## src/rtl/irq_wdt_pkg.sv

```systemverilog
// Purpose: shared constants for the interrupt and watchdog control block
// Assumes: 32-bit ahb-lite register bus, one register per aligned word
// Notes:   register indices are word numbers; byte address is four times the index
package irq_wdt_pkg;
   // register indices and their byte addresses
   localparam logic [7:0] IDX_EXT_IRQ_CONFIG = 8'h0b;
   localparam logic [7:0] IDX_IRQ_MASK_FIRST = 8'h0e;
   localparam logic [7:0] IDX_WDT_CONTROL    = 8'h01;
   localparam logic [7:0] IDX_IRQ_PENDING    = 8'h02;
   localparam logic [9:0] ADDR_EXT_IRQ_CONFIG = {IDX_EXT_IRQ_CONFIG, 2'b00};
   localparam logic [9:0] ADDR_IRQ_MASK_FIRST = {IDX_IRQ_MASK_FIRST, 2'b00};
   localparam logic [9:0] ADDR_WDT_CONTROL    = {IDX_WDT_CONTROL, 2'b00};
   localparam logic [9:0] ADDR_IRQ_PENDING    = {IDX_IRQ_PENDING, 2'b00};
   // ext_irq_config fields
   localparam int POS_B_FILTER_SEL = 7;
   localparam int POS_A_PIN_EN     = 6;
   localparam int POS_C_EDGE_LO    = 3;
   localparam int POS_B_EDGE       = 1;
   localparam int POS_TWO_EDGE     = 0;
   localparam logic [7:0] CFG_WMASK = 8'hdb;
   // wdt_and_prescale_control fields
   localparam int POS_WDT_OUT_SEL  = 7;
   localparam int POS_GLOBAL_IRQ   = 6;
   localparam int POS_WDT_PRE_LO   = 4;
   localparam int POS_WDT_ENABLE   = 3;
   localparam int POS_BASE_PRE_LO  = 0;
   // irq_mask_first / pending fields
   localparam int POS_D_SRC     = 7;
   localparam int POS_TWO_SRC   = 6;
   localparam int POS_ADC_SRC   = 5;
   localparam int POS_C_SRC     = 3;
   localparam int POS_FOUR_SRC  = 2;
   localparam int POS_SPI_SRC   = 1;
   localparam int POS_THREE_SRC = 0;
   localparam int POS_WDT_SRC   = 8;
   localparam int POS_A_SRC     = 9;
   localparam int POS_B_SRC     = 10;
   localparam logic [7:0]  MASK_WMASK = 8'hef;
   // reset values
   localparam logic [7:0]  RST_EXT_IRQ_CONFIG = 8'h00;
   localparam logic [7:0]  RST_IRQ_MASK_FIRST = 8'h00;
   localparam logic [7:0]  RST_WDT_CONTROL    = 8'h00;
   localparam logic [10:0] RST_PENDING        = 11'h000;
   // edge codes for ext_irq_c
   localparam logic [1:0] EDGE_RISE = 2'b00;
   localparam logic [1:0] EDGE_FALL = 2'b01;
   localparam logic [1:0] EDGE_BOTH = 2'b10;
   // noise filter lengths in system clocks
   localparam logic [5:0] FILT_B_LONG  = 6'h3f;
   localparam logic [5:0] FILT_B_SHORT = 6'h0f;
   localparam logic [5:0] FILT_C       = 6'h07;
   // watchdog time-out in prescaled ticks
   localparam logic [7:0] WDT_TICKS_MAX = 8'hff;
endpackage

```

## src/rtl/noise_filter.sv

```systemverilog
// Purpose: synchronise a pin and reject pulses shorter than a run-time length
// Assumes: len is at least one; input is asynchronous to hclk
// Notes:   a change counts once the second and third stages agree
`timescale 1ns/10ps
module noise_filter (
   input  wire logic       hclk,
   input  wire logic       hresetn,
   input  wire logic       pin,
   input  wire logic [5:0] len,
   output logic            level_ff
);
   logic [2:0] sync_ff;
   logic [5:0] cnt_ff;
   logic [5:0] nxt_cnt;
   logic       nxt_level;
   wire        agreed  = (sync_ff[1] == sync_ff[2]);
   wire        differs = agreed && (sync_ff[2] != level_ff);
   wire        done    = differs && (cnt_ff + 6'h01 >= len);

   // a glitch back to the old level restarts the count
   assign nxt_cnt   = (differs && !done) ? cnt_ff + 6'h01 : 6'h00;
   assign nxt_level = done ? sync_ff[2] : level_ff;

   always_ff @(posedge hclk or negedge hresetn) begin
      if (!hresetn) begin
         sync_ff  <= 3'b000;
         cnt_ff   <= 6'h00;
         level_ff <= 1'b0;
      end else begin
         sync_ff  <= {sync_ff[1:0], pin};
         cnt_ff   <= nxt_cnt;
         level_ff <= nxt_level;
      end
   end
endmodule // noise_filter

```

## src/rtl/irq_wdt_ctrl.sv

```systemverilog
// Purpose: external interrupt pins, mask, global enable and watchdog control
// Assumes: ahb-lite slave, zero wait states, single word transfers
// Notes:   instruction inputs are one-cycle pulses from the core
// Notes on behaviour
// - ext_irq_b rejects pulses under 63 clocks, or 15 when filter select set
// - ext_irq_a pin is general i/o unless pin enable; then falling edge interrupt
// - ext_irq_c edge code: 00 rising, 01 falling, 10 both, 11 reserved
// - ext_irq_b triggers rising when edge bit 0, falling when 1
// - timer_two counts rising edges when bit 0, falling edges when 1
// - ext_irq_c requests only with global and mask set; 7-clock noise filter
// - ext_irq_d, active low, enabled by mask bit 7 with global enable
// - global flag cleared by off instruction or accept, set by on or return
// - watchdog time-out gives interrupt when out select 0, reset when 1
// - watchdog prescale 1:4, 1:16, 1:64, 1:256 by two-bit code
// - watchdog runs only while enable bit set
// - base counter prescale is 1:2 shifted left by the three-bit code
// - mask register bits enable sources; bit 4 reads zero
// - source serviced only when global enable and its enable set (mask bit, pin enable or b mask input); watchdog needs global only
// - control register is readable and writable
// - mask register reads back as written, unused bit zero
`timescale 1ns/10ps
module irq_wdt_ctrl
   import irq_wdt_pkg::*;
(
   input  wire logic        hclk,
   input  wire logic        hresetn,
   input  wire logic        hsel,
   input  wire logic [31:0] haddr,
   input  wire logic [1:0]  htrans,
   input  wire logic        hwrite,
   input  wire logic [2:0]  hsize,
   input  wire logic [31:0] hwdata,
   input  wire logic        hready,
   output logic [31:0]      hrdata,
   output logic             hreadyout,
   output logic             hresp,
   input  wire logic        ext_irq_a_n,
   input  wire logic        ext_irq_b,
   input  wire logic        ext_irq_c,
   input  wire logic        ext_irq_d_n,
   input  wire logic        timer_two_ext,
   input  wire logic        ext_irq_b_mask,
   input  wire logic        timer_two_evt,
   input  wire logic        timer_three_evt,
   input  wire logic        timer_four_evt,
   input  wire logic        adc_done_evt,
   input  wire logic        serial_periph_evt,
   input  wire logic        global_irq_on_instr,
   input  wire logic        global_irq_off_instr,
   input  wire logic        irq_return_instr,
   input  wire logic        irq_accept,
   input  wire logic        wdt_clear_instr,
   output logic             irq_req,
   output logic             wdt_reset_req,
   output logic             timer_two_count,
   output logic             base_counter_tick,
   output logic             gpio_a_in
);
   logic [7:0]  cfg_ff;
   logic [7:0]  mask_ff;
   logic [7:0]  ctl_ff;
   logic [10:0] pend_ff;
   logic [7:0]  pre_cnt_ff;
   logic [7:0]  wdt_cnt_ff;
   logic        wr_pend_ff;
   logic [9:0]  wr_addr_ff;
   logic        a_prev_ff, b_prev_ff, c_prev_ff, d_prev_ff, two_prev_ff;
   logic [2:0]  a_sync_ff, d_sync_ff, two_sync_ff;
   logic        a_lvl_ff, d_lvl_ff, two_lvl_ff;
   logic        irq_req_ff, wdt_reset_ff, two_count_ff, base_tick_ff, gpio_a_ff;
   logic [31:0] hrdata_ff;
   logic        b_lvl, c_lvl;
   logic [7:0]  nxt_cfg, nxt_mask, nxt_ctl;
   logic [10:0] nxt_pend;
   logic [31:0] nxt_rdata;

   // prescaled tick when the low (width) bits of the free counter are all ones
   function automatic logic tick_at(input logic [7:0] cnt, input logic [3:0] width);
      logic [7:0] m;
      m = 8'(({8'h00, 8'hff} >> (4'd8 - width)) & 16'h00ff);
      return (cnt & m) == m;
   endfunction

   function automatic logic stable_sync(input logic [2:0] s, input logic held);
      return (s[1] == s[2]) ? s[2] : held;
   endfunction

   // bus decode
   wire        addr_ph   = hsel && htrans[1] && hready;
   wire        wr_take   = addr_ph && hwrite;
   wire        rd_take   = addr_ph && !hwrite;
   wire        wr_cfg    = wr_pend_ff && (wr_addr_ff == ADDR_EXT_IRQ_CONFIG);
   wire        wr_mask   = wr_pend_ff && (wr_addr_ff == ADDR_IRQ_MASK_FIRST);
   wire        wr_ctl    = wr_pend_ff && (wr_addr_ff == ADDR_WDT_CONTROL);
   wire        wr_pnd    = wr_pend_ff && (wr_addr_ff == ADDR_IRQ_PENDING);
   wire [9:0]  rd_addr   = haddr[9:0];
   wire        addr_hi_0 = (haddr[31:10] == 22'h000000);

   // configuration fields
   wire        b_filt_sel = cfg_ff[POS_B_FILTER_SEL];
   wire        a_pin_en   = cfg_ff[POS_A_PIN_EN];
   wire [1:0]  c_edge     = cfg_ff[POS_C_EDGE_LO +: 2];
   wire        b_edge     = cfg_ff[POS_B_EDGE];
   wire        two_edge   = cfg_ff[POS_TWO_EDGE];
   wire        wdt_out    = ctl_ff[POS_WDT_OUT_SEL];
   wire        global_en  = ctl_ff[POS_GLOBAL_IRQ];
   wire [1:0]  wdt_pre    = ctl_ff[POS_WDT_PRE_LO +: 2];
   wire        wdt_en     = ctl_ff[POS_WDT_ENABLE];
   wire [2:0]  base_pre   = ctl_ff[POS_BASE_PRE_LO +: 3];

   wire [5:0]  b_len = b_filt_sel ? FILT_B_SHORT : FILT_B_LONG;

   noise_filter u_filt_b (
      .hclk     (hclk),
      .hresetn  (hresetn),
      .pin      (ext_irq_b),
      .len      (b_len),
      .level_ff (b_lvl)
   );
   noise_filter u_filt_c (
      .hclk     (hclk),
      .hresetn  (hresetn),
      .pin      (ext_irq_c),
      .len      (FILT_C),
      .level_ff (c_lvl)
   );

   wire a_lvl_nxt   = stable_sync(a_sync_ff, a_lvl_ff);
   wire d_lvl_nxt   = stable_sync(d_sync_ff, d_lvl_ff);
   wire two_lvl_nxt = stable_sync(two_sync_ff, two_lvl_ff);

   // falling edge only while the pin is given to the interrupt
   wire a_evt = a_pin_en && a_prev_ff && !a_lvl_ff;
   wire b_evt = b_edge ? (b_prev_ff && !b_lvl) : (!b_prev_ff && b_lvl);
   // edge code decode; reserved code triggers nothing
   wire c_rise = !c_prev_ff && c_lvl;
   wire c_fall = c_prev_ff && !c_lvl;
   wire c_evt  = ((c_edge == EDGE_RISE) && c_rise) || ((c_edge == EDGE_FALL) && c_fall)
               || ((c_edge == EDGE_BOTH) && (c_rise || c_fall));
   wire d_evt = d_prev_ff && !d_lvl_ff;
   wire two_evt_ext = two_edge ? (two_prev_ff && !two_lvl_ff) : (!two_prev_ff && two_lvl_ff);

   // watchdog prescale: 2, 4, 6 or 8 low bits
   wire        wdt_tick = tick_at(pre_cnt_ff, {1'b0, wdt_pre, 1'b0} + 4'd2);
   wire        base_tick = tick_at(pre_cnt_ff, {1'b0, base_pre} + 4'd1);
   wire        wdt_timeout = wdt_en && wdt_tick && (wdt_cnt_ff == WDT_TICKS_MAX)
                             && !wdt_clear_instr;

   wire [10:0] evt_vec = {b_evt, a_evt, wdt_timeout && !wdt_out,
                          d_evt, timer_two_evt, adc_done_evt, 1'b0,
                          c_evt, timer_four_evt, serial_periph_evt, timer_three_evt};

   // register next values; hardware set wins over a software clear
   assign nxt_cfg  = wr_cfg  ? (hwdata[7:0] & CFG_WMASK) : cfg_ff;
   assign nxt_mask = wr_mask ? (hwdata[7:0] & MASK_WMASK) : mask_ff;
   assign nxt_pend = ((wr_pnd ? (pend_ff & ~hwdata[10:0]) : pend_ff)) | evt_vec;

   // global flag: set wins over clear, both over a software write
   wire        g_set = global_irq_on_instr || irq_return_instr;
   wire        g_clr = global_irq_off_instr || irq_accept;
   wire [7:0]  ctl_w = wr_ctl ? hwdata[7:0] : ctl_ff;
   assign nxt_ctl = {ctl_w[7], g_set ? 1'b1 : (g_clr ? 1'b0 : ctl_w[6]), ctl_w[5:0]};

   // request needs flag and global enable, plus its enable bit for all but the watchdog
   wire [10:0] en_vec = {ext_irq_b_mask, a_pin_en, 1'b1, mask_ff};
   wire        nxt_irq = (nxt_ctl[POS_GLOBAL_IRQ]) && |(nxt_pend & en_vec);

   // read mux looks at next values so a read right after a write sees it
   assign nxt_rdata = !addr_hi_0 ? 32'h0000_0000 :
                      (rd_addr == ADDR_EXT_IRQ_CONFIG) ? {24'h000000, nxt_cfg} :
                      (rd_addr == ADDR_IRQ_MASK_FIRST) ? {24'h000000, nxt_mask} :
                      (rd_addr == ADDR_WDT_CONTROL)    ? {24'h000000, nxt_ctl} :
                      (rd_addr == ADDR_IRQ_PENDING)    ? {21'h000000, nxt_pend} :
                      32'h0000_0000;

   always_ff @(posedge hclk or negedge hresetn) begin
      if (!hresetn) begin
         wr_pend_ff <= 1'b0;
         wr_addr_ff <= 10'h000;
         hrdata_ff  <= 32'h0000_0000;
      end else begin
         wr_pend_ff <= wr_take && addr_hi_0;
         wr_addr_ff <= haddr[9:0];
         hrdata_ff  <= rd_take ? nxt_rdata : hrdata_ff;
      end
   end

   always_ff @(posedge hclk or negedge hresetn) begin
      if (!hresetn) begin
         cfg_ff  <= RST_EXT_IRQ_CONFIG;
         mask_ff <= RST_IRQ_MASK_FIRST;
         ctl_ff  <= RST_WDT_CONTROL;
         pend_ff <= RST_PENDING;
      end else begin
         cfg_ff  <= nxt_cfg;
         mask_ff <= nxt_mask;
         ctl_ff  <= nxt_ctl;
         pend_ff <= nxt_pend;
      end
   end

   // pin synchronisers and edge history
   always_ff @(posedge hclk or negedge hresetn) begin
      if (!hresetn) begin
         a_sync_ff   <= 3'b111;
         d_sync_ff   <= 3'b111;
         two_sync_ff <= 3'b000;
         a_lvl_ff    <= 1'b1;
         d_lvl_ff    <= 1'b1;
         two_lvl_ff  <= 1'b0;
         a_prev_ff   <= 1'b1;
         d_prev_ff   <= 1'b1;
         b_prev_ff   <= 1'b0;
         c_prev_ff   <= 1'b0;
         two_prev_ff <= 1'b0;
      end else begin
         a_sync_ff   <= {a_sync_ff[1:0], ext_irq_a_n};
         d_sync_ff   <= {d_sync_ff[1:0], ext_irq_d_n};
         two_sync_ff <= {two_sync_ff[1:0], timer_two_ext};
         a_lvl_ff    <= a_lvl_nxt;
         d_lvl_ff    <= d_lvl_nxt;
         two_lvl_ff  <= two_lvl_nxt;
         a_prev_ff   <= a_lvl_ff;
         d_prev_ff   <= d_lvl_ff;
         b_prev_ff   <= b_lvl;
         c_prev_ff   <= c_lvl;
         two_prev_ff <= two_lvl_ff;
      end
   end

   always_ff @(posedge hclk or negedge hresetn) begin
      if (!hresetn) begin
         pre_cnt_ff   <= 8'h00;
         wdt_cnt_ff   <= 8'h00;
         wdt_reset_ff <= 1'b0;
      end else begin
         pre_cnt_ff   <= pre_cnt_ff + 8'h01;
         if (!wdt_en || wdt_clear_instr) begin
            wdt_cnt_ff <= 8'h00;
         end else if (wdt_tick) begin
            wdt_cnt_ff <= wdt_cnt_ff + 8'h01;
         end
         wdt_reset_ff <= wdt_timeout && wdt_out;
      end
   end

   // registered outputs
   always_ff @(posedge hclk or negedge hresetn) begin
      if (!hresetn) begin
         irq_req_ff   <= 1'b0;
         two_count_ff <= 1'b0;
         base_tick_ff <= 1'b0;
         gpio_a_ff    <= 1'b1;
      end else begin
         irq_req_ff   <= nxt_irq;
         two_count_ff <= two_evt_ext;
         base_tick_ff <= base_tick;
         // general i/o read path while the pin is not an interrupt
         gpio_a_ff    <= a_pin_en ? gpio_a_ff : a_lvl_ff;
      end
   end

   assign hrdata            = hrdata_ff;
   assign hreadyout         = 1'b1 | wr_pend_ff & 1'b0;
   assign hresp             = 1'b0;
   assign irq_req           = irq_req_ff;
   assign wdt_reset_req     = wdt_reset_ff;
   assign timer_two_count   = two_count_ff;
   assign base_counter_tick = base_tick_ff;
   assign gpio_a_in         = gpio_a_ff;

   // c pending reaches the request only through mask and global
   c_gated_a: assert property (@(posedge hclk) disable iff (!hresetn)
      (pend_ff == 11'h008 && !(|evt_vec) && !mask_ff[POS_C_SRC]) |=> !irq_req)
      else $error("ext_irq_c requested while masked");
   mask_bit4_a: assert property (@(posedge hclk) disable iff (!hresetn)
      !mask_ff[4])
      else $error("mask bit 4 not zero");
   g_set_a: assert property (@(posedge hclk) disable iff (!hresetn)
      (global_irq_on_instr || irq_return_instr) |=> ctl_ff[POS_GLOBAL_IRQ])
      else $error("global flag not set by on or return");
   g_clr_a: assert property (@(posedge hclk) disable iff (!hresetn)
      (g_clr && !g_set) |=> !ctl_ff[POS_GLOBAL_IRQ])
      else $error("global flag not cleared");
   wdt_idle_a: assert property (@(posedge hclk) disable iff (!hresetn)
      !wdt_en |=> (wdt_cnt_ff == 8'h00) && !wdt_reset_req)
      else $error("watchdog ran while disabled");
   wdt_sel_a: assert property (@(posedge hclk) disable iff (!hresetn)
      (wdt_timeout && !wdt_out) |=> pend_ff[POS_WDT_SRC] && !wdt_reset_req)
      else $error("watchdog interrupt select wrong");
   wdt_rst_a: assert property (@(posedge hclk) disable iff (!hresetn)
      (wdt_timeout && wdt_out) |=> wdt_reset_req)
      else $error("watchdog reset missing");
   latch_flag_a: assert property (@(posedge hclk) disable iff (!hresetn)
      timer_three_evt |=> pend_ff[POS_THREE_SRC])
      else $error("pending flag not latched");
   no_glob_a: assert property (@(posedge hclk) disable iff (!hresetn)
      (!ctl_ff[POS_GLOBAL_IRQ]) |-> !irq_req)
      else $error("request without global enable");
   a_gpio_a: assert property (@(posedge hclk) disable iff (!hresetn)
      (!a_pin_en && !pend_ff[POS_A_SRC]) |=> !pend_ff[POS_A_SRC])
      else $error("ext_irq_a event while pin is general i/o");
endmodule // irq_wdt_ctrl

```

## config.mk

```make
export PLATFORM = sky130hd
export DESIGN_NAME = irq_wdt_ctrl
export DESIGN_NICKNAME = d
export VERILOG_FILES = /design/src/rtl/irq_wdt_pkg.sv /design/src/rtl/noise_filter.sv /design/src/rtl/irq_wdt_ctrl.sv
export SDC_FILE = /design/constraint.sdc
export NUM_CORES = 1
export LEC_CHECK = 0
export BUFFER_PORTS_ARGS = -buffer_cell sky130_fd_sc_hd__buf_2
export CORE_UTILIZATION = 40
export CTS_CLUSTER_DIAMETER = 80
export DETAILED_ROUTE_END_ITERATION = 16
export PLACE_DENSITY = 0.66
export SETUP_SLACK_MARGIN = 0.05
export SLEW_MARGIN = 20
export SYNTH_ARGS = -nofsm -noshare
export SYNTH_HDL_FRONTEND = slang
export SYNTH_SLANG_ARGS = --single-unit
```

## constraint.sdc

```tcl
create_clock -name hclk -period 3 [get_ports hclk]
set_clock_uncertainty 0.1 [all_clocks]
set_input_delay 0 -clock hclk [delete_from_list [all_inputs] [get_ports hclk]]
set_output_delay 0 -clock hclk [all_outputs]
set_load 0.05 [all_outputs]
```

=== Yosys cells after proc, flatten, opt, wreduce, memory -nomap -nowiden ===
Cells that the tools add are included.

* Input port bits: 90
* Output and inout port bits: 39
* Flip-flop bits (word level): 136

* Bitwise operators: 6
* Reductions and logical operators: 57
* Equal/unequal tests: 20
* $add $sub $neg: 8
* Multiplexer cells: 18
* $lt $le $gt $ge: 2
* Shift operators: 2

{| class="wikitable"
|+ Operator list
! kind !! count
|-
| 11-bit 2-to-1 mux || 6
|-
| 10-bit by 6-bit == test with 1-bit output, second input constant || 4
|-
| 8-bit 2-to-1 mux || 5
|-
| 1-bit logical AND || 33
|-
| 11-bit AND || 2
|-
| 22-bit zero test || 1
|-
| 10-bit by 3-bit == test with 1-bit output, second input constant || 2
|-
| 10-bit by 4-bit == test with 1-bit output, second input constant || 2
|-
| 6-bit 2-to-1 mux || 3
|-
| 8-bit by 1-bit adder with 8-bit output, second input constant || 2
|-
| 8-bit AND || 2
|-
| 8-bit == test || 2
|-
| 8-bit by 4-bit right shift with 8-bit output, first input constant || 2
|-
| 1-bit zero test || 14
|-
| 6-bit by 1-bit adder with 6-bit output, second input constant || 2
|-
| 11-bit NOT || 1
|-
| 11-bit bitwise OR || 1
|-
| 11-bit OR reduction || 1
|-
| 8-bit == test, second input constant || 1
|-
| 4-bit subtractor, first input constant || 2
|-
| 6-bit by 3-bit greater-or-equal comparator with 1-bit output, second input constant || 1
|-
| 6-bit greater-or-equal comparator || 1
|-
| 1-bit logical OR || 6
|-
| 1-bit == test || 5
|-
| 8 further kinds || 12
|}

=== Logic depth before layout (Yosys ltp) ===
Gate-level depths: netlist of the first run.

* Depth in word-level cells: 15
* Depth in mapped cells: 9

=== By module ===
From an unflattened synthesis of the first run, not the netlist that was laid out.

* Cell total of the unflattened synthesis: 493
* Area total of the unflattened synthesis: 5647.9 µm²

{| class="wikitable"
|+ By module, submodules not included
! module !! times used !! sequential area each (µm²) !! cells an instance !! area each (µm²)
|-
| irq_wdt_ctrl || 1 || 2391.0 || 389 || 4489.3
|-
| noise_filter || 2 || 250.2 || 52 || 579.3
|}

=== Least setup slack after synthesis of the first run ===
OpenSTA, ideal clock, no wires.

* Kind: reg-to-reg
* Start point: register wr_addr_ff[8]
* End point: register hrdata_ff[5], in the netlist hrdata[5]
* Setup time: 0.124 ns
* Data required time: 2.776 ns
* Stages on the path, launching flop included: 8
* Arrival: 2.239 ns
* Buffers on the path: 1
* Setup slack: 0.537 ns
* Cells stage by stage: dfrtp_1 > or4b_4 > or4_4 > buf_6 > mux2_4 > and2_4 > a211oi_2 > o21ai_1

* Elaborated cells between the ends (all ways): 18
* Those cells by class: eq/ne (4); mux (9); bitwise (1); reduce/logical (4)

{| class="wikitable"
|+ RTL lines
! element !! RTL line !! RTL
|-
| from (decl) || irq_wdt_ctrl.sv:66 || <nowiki>logic [9:0] wr_addr_ff;</nowiki>
|-
| from (signal assigned) || irq_wdt_ctrl.sv:183 || <nowiki>wr_addr_ff <= haddr[9:0];</nowiki>
|-
| 10-bit by 3-bit == test with 1-bit output || irq_wdt_ctrl.sv:94 || <nowiki>wire wr_ctl = wr_pend_ff && (wr_addr_ff == ADDR_WDT_CONTROL);</nowiki>
|-
| 1-bit logical AND || irq_wdt_ctrl.sv:94 ||
|-
| 8-bit 2-to-1 mux || irq_wdt_ctrl.sv:161 || <nowiki>wire [7:0] ctl_w = wr_ctl ? hwdata[7:0] : ctl_ff;</nowiki>
|-
| named net ctl_w[5] || irq_wdt_ctrl.sv:161 ||
|-
| 11-bit 2-to-1 mux || irq_wdt_ctrl.sv:172 || <nowiki>(rd_addr == ADDR_WDT_CONTROL) ? {24'h000000, nxt_ctl} :</nowiki>
|-
| 11-bit 2-to-1 mux || irq_wdt_ctrl.sv:171 || <nowiki>(rd_addr == ADDR_IRQ_MASK_FIRST) ? {24'h000000, nxt_mask} :</nowiki>
|-
| 11-bit 2-to-1 mux || irq_wdt_ctrl.sv:170 || <nowiki>(rd_addr == ADDR_EXT_IRQ_CONFIG) ? {24'h000000, nxt_cfg} :</nowiki>
|-
| 11-bit 2-to-1 mux || irq_wdt_ctrl.sv:169 || <nowiki>assign nxt_rdata = !addr_hi_0 ? 32'h0000_0000 :</nowiki>
|-
| to (signal assigned) || irq_wdt_ctrl.sv:184 || <nowiki>hrdata_ff <= rd_take ? nxt_rdata : hrdata_ff;</nowiki>
|-
| to (decl) || irq_wdt_ctrl.sv:71 || <nowiki>logic [31:0] hrdata_ff;</nowiki>
|}

The timed path passes the listed nets, and every way through them passes these cells.
A chain may end at the register's enable or synchronous reset.

=== Worst setup path in the final report of the first run ===
* Start point: register wr_addr_ff[5]
* End point: register ctl_ff[6]

* Longest elaborated chain between the ends: 5

{| class="wikitable"
|+ Ends and longest elaborated chain
! element !! RTL line !! RTL
|-
| 10-bit by 3-bit == test with 1-bit output || irq_wdt_ctrl.sv:94 ||
|-
| 1-bit logical AND || irq_wdt_ctrl.sv:94 ||
|-
| 8-bit 2-to-1 mux || irq_wdt_ctrl.sv:161 ||
|-
| 1-bit 2-to-1 mux (2 in a row) || irq_wdt_ctrl.sv:162 || <nowiki>assign nxt_ctl = {ctl_w[7], g_set ? 1'b1 : (g_clr ? 1'b0 : ctl_w[6]), ctl_w[5:0]};</nowiki>
|-
| named net nxt_ctl[6] || irq_wdt_ctrl.sv:73 || <nowiki>logic [7:0] nxt_cfg, nxt_mask, nxt_ctl;</nowiki>
|-
| to (signal assigned) || irq_wdt_ctrl.sv:197 || <nowiki>ctl_ff <= nxt_ctl;</nowiki>
|-
| to (decl) || irq_wdt_ctrl.sv:61 || <nowiki>logic [7:0] ctl_ff;</nowiki>
|}

The timed path passes the listed nets, and every way through them passes these cells.

==> impl_results.md, run 1 <==
* Status: finished, final reports clean
* Max_slew headroom at 50.6%
* Max Buffers Root-to-Sink at 2
* Critical Path Start Type: flop
* Max Cap Viol at 0
* Pwr Total at 0.00388 W
* Diode count at 0
* H-tree levels at 4
* Sequential area share after synthesis at 56.6%
* Initial antenna violation count at 0
* Clock buffer count from CTS at 17
* Number of clock sinks at 115
* CTS tree: yes
* Top Metal Used: met4
* Top_reg_cell synth: dfrtp_1
* Worst skew pair latency at 410 ps
* Global-route wire length before repair at 18,400 um
* Slew Viols, Final at 0
* Synth area leaders: dfrtp_1 (51%), dfstp_2 (5.7%), mux2_2 (4.4%), buf_4 (3.4%), nand2_1 (3.1%)
* Layout cells sized above 1 at 26.9%
* Die W at 115 um
* Die H at 115 um
* Synthesis-to-layout area growth at 31.0%
* Core Footprint at 0.0122 mm2
* Hold WC Path Type: in2reg
* PortBufs at 80
* CP Class: reg2reg
* Drt first pass iters at 4
* Met3 WL post-DR at 551 um
* CP endpoint kind: flop
* Total congestion overflow at 0
* Area leader, netlist: dfrtp_1
* Die ar. at 0.0132 mm2
* Final core utilization at 54.8%
* Starting density of the core at 41.8%
* Fmax at 353 MHz
* Drt total wl at 11,400 um
* Wire per inst at 14.7 um
* Metal2 WL at 5620 um
* CP Launch Point: wr_addr_ff[5]
* Actual slew at the worst max-slew pin at 741 ps
* Final setup violating endpoints at 0
* RSZ-0062 raised after global routing: no
* Total GRT Usage at 18.6%
* Sequential cell area at 0.00289 mm2
* Final hold viol count at 0
* Synth Register Bits at 115
* Pwr Density at 579 mW/mm2
* Fillers at 1,082
* I/O pins at 129
* Crit-path max FO at 8
* Pin count of the biggest net entering global routing at 62
* Warnings, synthesis at 0
* Worst endpoint required time at 3190 ps
* Post-synthesis cell type count at 59
* Footprint of the multi-input gates at 0.00204 mm2
* Post-synth top area share at 50.9%
* Asr flop ratio synth at 100%
* Residual DRC at 0
* Final antenna-violating net count at 0
* Syn Inst Count at 453
* Vias at 3,822
* FP Rows at 40
* Wl on met1 at 5050 um
* DP Wirelength at 7640 um
* RePlAce Congestion at 0.811
* Maximum vdd ir drop at 0.620 mV
* Time the worst path needs with I/O delays and setup at 2840 ps
* Vias in the first global route at 3,840
* Arrival @ worst endpoint at 3030 ps
* Final #Nets at 694
* Mapped Area at 0.00511 mm2
* Hold_sp: ext_irq_b_mask
* Final cycle utilization of the critical path at 94.5%
* Clock transition at path regs at 60 ps
* Post-route setup TNS at 0 ps
* Synth Area per Inst at 11.3 um2
* RR Startpoint: wr_addr_ff[5]
* Iter 0 DRT Violations at 164
* Pleak at 3.11 nW
* Root buffer cell: clkbuf_16
* Post-CTS Setup Bufs at 0
* Post-synth EDFFs at 0
* Routed vias/inst at 4.94
metal layers:
| layer | global-route usage [%] | vias to the layer above |
|---|---|---|
| met5 | 0 | - |
| met4 | 6.23 | 0 |
| met3 | 6.17 | 15 |
| met2 | 31.4 | 95 |
| met1 | 22.3 | 1872 |
| li1 | - | 1840 |
through the flow:
step	setup slack, ps	hold WS [ps]	instance area, um2	instances
final	165	75.6	6690	774
after global routing	110	89.9	6690	774
after CTS	119	53.4	6690	774
after detailed placement	390	6.16	5660	699
after global placement	420	4.39	5660	699
after floorplan	537	-396	5200	477
registers in the layout, summed over array words and instances (netlist names), 8 cells and up:
signal,flops
wr_addr_ff,10
wdt_cnt_ff,8
pend_ff,11
hrdata,11
ctl_ff,8
cfg_ff,8
mask_ff,8
pre_cnt_ff,8
cells by family after synthesis:
kind of cell             share of synthesized area (%)
AO/OA/AOI/OAI                                     10.5
buffers and inverters                             5.41
multiplexers                                      5.09
flip-flops                                        56.6
adder cells (fa/ha/maj)                           3.28
AND/OR/NAND/NOR                                   16.1
other                                            0.147
XOR/XNOR                                          2.91
final cells by class:
type | instances | area share, %
Sequential cell | 115 | 43.2
Multi-Input combinational cell | 314 | 30.4
Timing Repair Buffer | 130 | 13.4
Clock buffer | 20 | 6.97
Tap cell | 168 | 3.14
Clock inverter | 12 | 1.96
Inverter | 15 | 0.841
worst max-delay path, cell delays in order, from the launching register on:
cell and delay [ps]:
dfrtp_1 410, or3b_2 470, or4_4 640, mux2i_1 260
o31a_1 230, inv_1 50, dlygate4sd3_1 550
Yosys cell counts, drive strengths merged (8+ instances only):
| library cell | instances |
|---|---|
| a21oi | 8 |
| and3 | 12 |
| buf | 27 |
| dfrtp | 104 |
| dfstp | 11 |
| ha | 11 |
| inv | 15 |
| mux2 | 21 |
| nand2 | 42 |
| nand2b | 8 |
| nand3 | 10 |
| nor2 | 26 |
| nor2b | 9 |
| nor3 | 8 |
| nor4 | 8 |
| o21ai | 32 |
| xnor2 | 9 |
| xor2 | 8 |
worst paths after layout:
kind | end | slack, ps | depth (start not counted)
max in group asynchronous | pre_cnt_ff[3] | 1950 | 3
worst min register to register | two_sync_ff[1] | 250 | 0
worst min-delay path | irq_req | 80 | 5
min in group asynchronous | u_filt_c.cnt_ff[1] | 110 | 2
worst max register to register | ctl_ff[6] | 160 | 6
worst max-delay path | ctl_ff[6] | 160 | 6
report_power, final:
| part | total, W | internal (W) | switching (W) |
|---|---|---|---|
| combinational | 0.000258 | 0.0000965 | 0.000161 |
| sequential | 0.00163 | 0.00160 | 0.0000278 |
| clock | 0.00199 | 0.00128 | 0.000705 |
cell usage in the layout (no fill, tap or decap), types with 10 or more instances in the layout:
cell type / n
nand2_1: 42
inv_1: 15
and3_1: 12
buf_2: 79
dfstp_2: 11
nor2_1: 26
mux2_2: 20
dfrtp_1: 104
nand3_1: 10
ha_1: 11
o21ai_0: 29
dlygate4sd3_1: 43
conb_1: 26
clkbuf_16: 17
what timing repair did:
item | 4_1_cts | 5_1_grt
setup endpoints to repair | 0 | 1
resized for setup | 0 | 0
hold buffers | 43 | 0
hold endpoints to repair | 125 | 0
No activity file was read; power rests on OpenSTA's default activity.
==> run 2: changes to the inputs <==
==> constraint.sdc (replaced) <==
create_clock -name hclk -period 3 [get_ports hclk]
set_clock_uncertainty 0.1 [all_clocks]
set_input_delay 0.15 -clock hclk [delete_from_list [all_inputs] [get_ports hclk]]
set_output_delay 0.15 -clock hclk [all_outputs]
set_load 0.05 [all_outputs]
==> run 2 against run 1 <==
Die area is the same. Design area grew 0.24%. Largest cell class unchanged. Via count grew 1.8%.
==> impl_results.md, run 2 (same netlist as run 1, synthesis figures left out) <==
* Status: finished, final reports clean (unchanged)
* Root buffer cell: clkbuf_16 (unchanged)
* Final hold viol count at 0 (unchanged)
* Global-route wire length before repair at 18,900 um (was 18,400 um)
* Fillers at 1,089 (was 1,082)
* Final #Nets at 693 (was 694)
* Routed vias/inst at 5.03 (was 4.94)
* Starting density of the core at 41.8% (unchanged)
* CTS tree: yes (unchanged)
* Die H at 115 um (unchanged)
* Number of clock sinks at 115 (unchanged)
* H-tree levels at 4 (unchanged)
* Time the worst path needs with I/O delays and setup at 2860 ps (was 2840 ps)
* Fmax at 350 MHz (was 353 MHz)
* Post-CTS Setup Bufs at 0 (unchanged)
* Diode count at 0 (unchanged)
* Final setup violating endpoints at 0 (unchanged)
* Post-route setup TNS at 0 ps (unchanged)
* Hold Path Depth at 3 (was 5)
* Residual DRC at 0 (unchanged)
* Actual slew at the worst max-slew pin at 832 ps (was 741 ps)
* Total congestion overflow at 0 (unchanged)
* Final antenna-violating net count at 0 (unchanged)
* Synthesis-to-layout area growth at 31.3% (was 31.0%)
* Clock transition at path regs at 50 ps (was 60 ps)
* Max_slew headroom at 44.5% (was 50.6%)
* Most common cell after layout, fill and taps aside: dfrtp_1 (unchanged)
* Vias in the first global route at 3,987 (was 3,840)
* I/O pins at 129 (unchanged)
* Iter 0 DRT Violations at 113 (was 164)
* PortBufs at 80 (unchanged)
* Arrival @ worst endpoint at 3060 ps (was 3030 ps)
* Max Cap Viol at 0 (unchanged)
* CP Class: reg2reg (unchanged)
* Cells on worst reg2reg path at 6 (unchanged)
* CP endpoint kind: flop (unchanged)
* RePlAce Congestion at 0.827 (was 0.811)
* Hold WC Path Type: in2reg (unchanged)
* Max Buffers Root-to-Sink at 2 (unchanged)
* Worst skew pair latency at 420 ps (was 410 ps)
* RR Endpoint: ctl_ff[6] (unchanged)
* Pleak at 3.12 nW (was 3.11 nW)
* FP Rows at 40 (unchanged)
* Slew Viols, Final at 0 (unchanged)
* Clock buffer count from CTS at 17 (unchanged)
* Wire per inst at 14.8 um (was 14.7 um)
* Crit-path max FO at 8 (unchanged)
* Worst endpoint required time at 3200 ps (was 3190 ps)
* Layout cells sized above 1 at 27.1% (was 26.9%)
* RR Startpoint: wr_addr_ff[8] (was wr_addr_ff[5])
* Die W at 115 um (unchanged)
* Hold path endpoint: wr_pend_ff (was irq_req)
* Pin count of the biggest net entering global routing at 65 (was 62)
* Vias at 3,890 (was 3,822)
* DP Wirelength at 7750 um (was 7640 um)
* Die ar. at 0.0132 mm2 (unchanged)
* Initial antenna violation count at 0 (unchanged)
* Hold_ws at 46.8 ps (was 75.6 ps)
* Core Footprint at 0.0122 mm2 (unchanged)
* Pwr Density at 593 mW/mm2 (was 579 mW/mm2)
* Drt first pass iters at 4 (unchanged)
* Most frequent cells in the layout: dfrtp_1 (104), buf_2 (79), nand2_1 (42) (was dfrtp_1 (104), buf_2 (79), dlygate4sd3_1 (43))
* R2R Setup Slk at 140 ps (was 160 ps)
* Drt total wl at 11,400 um (about the same)
* Final cycle utilization of the critical path at 95.3% (was 94.5%)
* Critical Path Start Type: flop (unchanged)
* RSZ-0062 raised after global routing: no (unchanged)
* Sequential cell area at 0.00289 mm2 (unchanged)
* Maximum vdd ir drop at 0.343 mV (was 0.620 mV)
* Hold_sp: htrans[1] (was ext_irq_b_mask)
* Total GRT Usage at 19.0% (was 18.6%)
* Footprint of the multi-input gates at 0.00204 mm2 (about the same)
## run 2: cell count changes in the layout (fill, tap and decap cells not counted), sizes merged
cell	previous run	this run
clkbuf	20	23
clkinv	6	4
clkinvlp	4	2
dlygate4sd3	43	41
buf	87	88
bufinv	2	3
## run 2: through the flow
step	setup WS (ps)	instances	util, %	total power (W)	instance area [um2]
CTS	135	773	54.9	0.00402	6700
floorplan	537	477	-	0.00179	5200
global placement	411	700	46.4	0.00187	5670
global route	76.4	773	54.9	0.00412	6710
finish	140	773	54.9	0.00398	6710
detailed placement	423	700	46.4	0.00188	5670
## run 2: how the worst max path moves through the flow
stage	from	endpoint	slack [ps]	cells after the start
2_1_floorplan	wr_addr_ff[8]	hrdata[5]	540	7
3_3_place_gp	wr_addr_ff[8]	irq_req	410	7
3_5_place_dp	wr_addr_ff[8]	hrdata[6]	420	6
4_1_cts	wr_addr_ff[8]	ctl_ff[6]	130	6
5_1_grt	wr_addr_ff[8]	ctl_ff[6]	80	6
6_report	wr_addr_ff[8]	ctl_ff[6]	140	6
## run 2: report_power, final
group | internal, W | total, W | switching, W
Sequential | 0.00160 | 0.00163 | 0.0000275
Combinational | 0.0000966 | 0.000259 | 0.000162
Clock | 0.00141 | 0.00209 | 0.000684
## run 2: layout make-up
| cell class | count | share of cell area (%) |
|---|---|---|
| Timing Repair Buffer | 129 | 13.2 |
| Inverter | 15 | 0.839 |
| Tap cell | 168 | 3.13 |
| Sequential cell | 115 | 43.1 |
| Multi-Input combinational cell | 314 | 30.4 |
| Clock buffer | 23 | 7.42 |
| Clock inverter | 9 | 1.87 |
## run 2: timing repair
action / in CTS / in global routing
gates resized for setup: 0 / 1
endpoints found under the hold margin: 106 / 0
endpoints found under the setup margin: 0 / 1
hold buffers: 41 / 0
## run 2: routing by layer
layer,GRT usage (%),up-vias,wire length [um]
met2,31.0,134,5580
li1,-,1830,-
met1,23.2,1903,5000
met5,0,-,0
met4,9.70,0,227
met3,5.17,23,614
## run 2: critical path, cell delays in order, from the launching register on
cell and delay (ps):
dfrtp_1 350, or4b_4 570, or4_4 650, mux2i_2 240, o31a_1 220, inv_1 50
dlygate4sd3_1 550
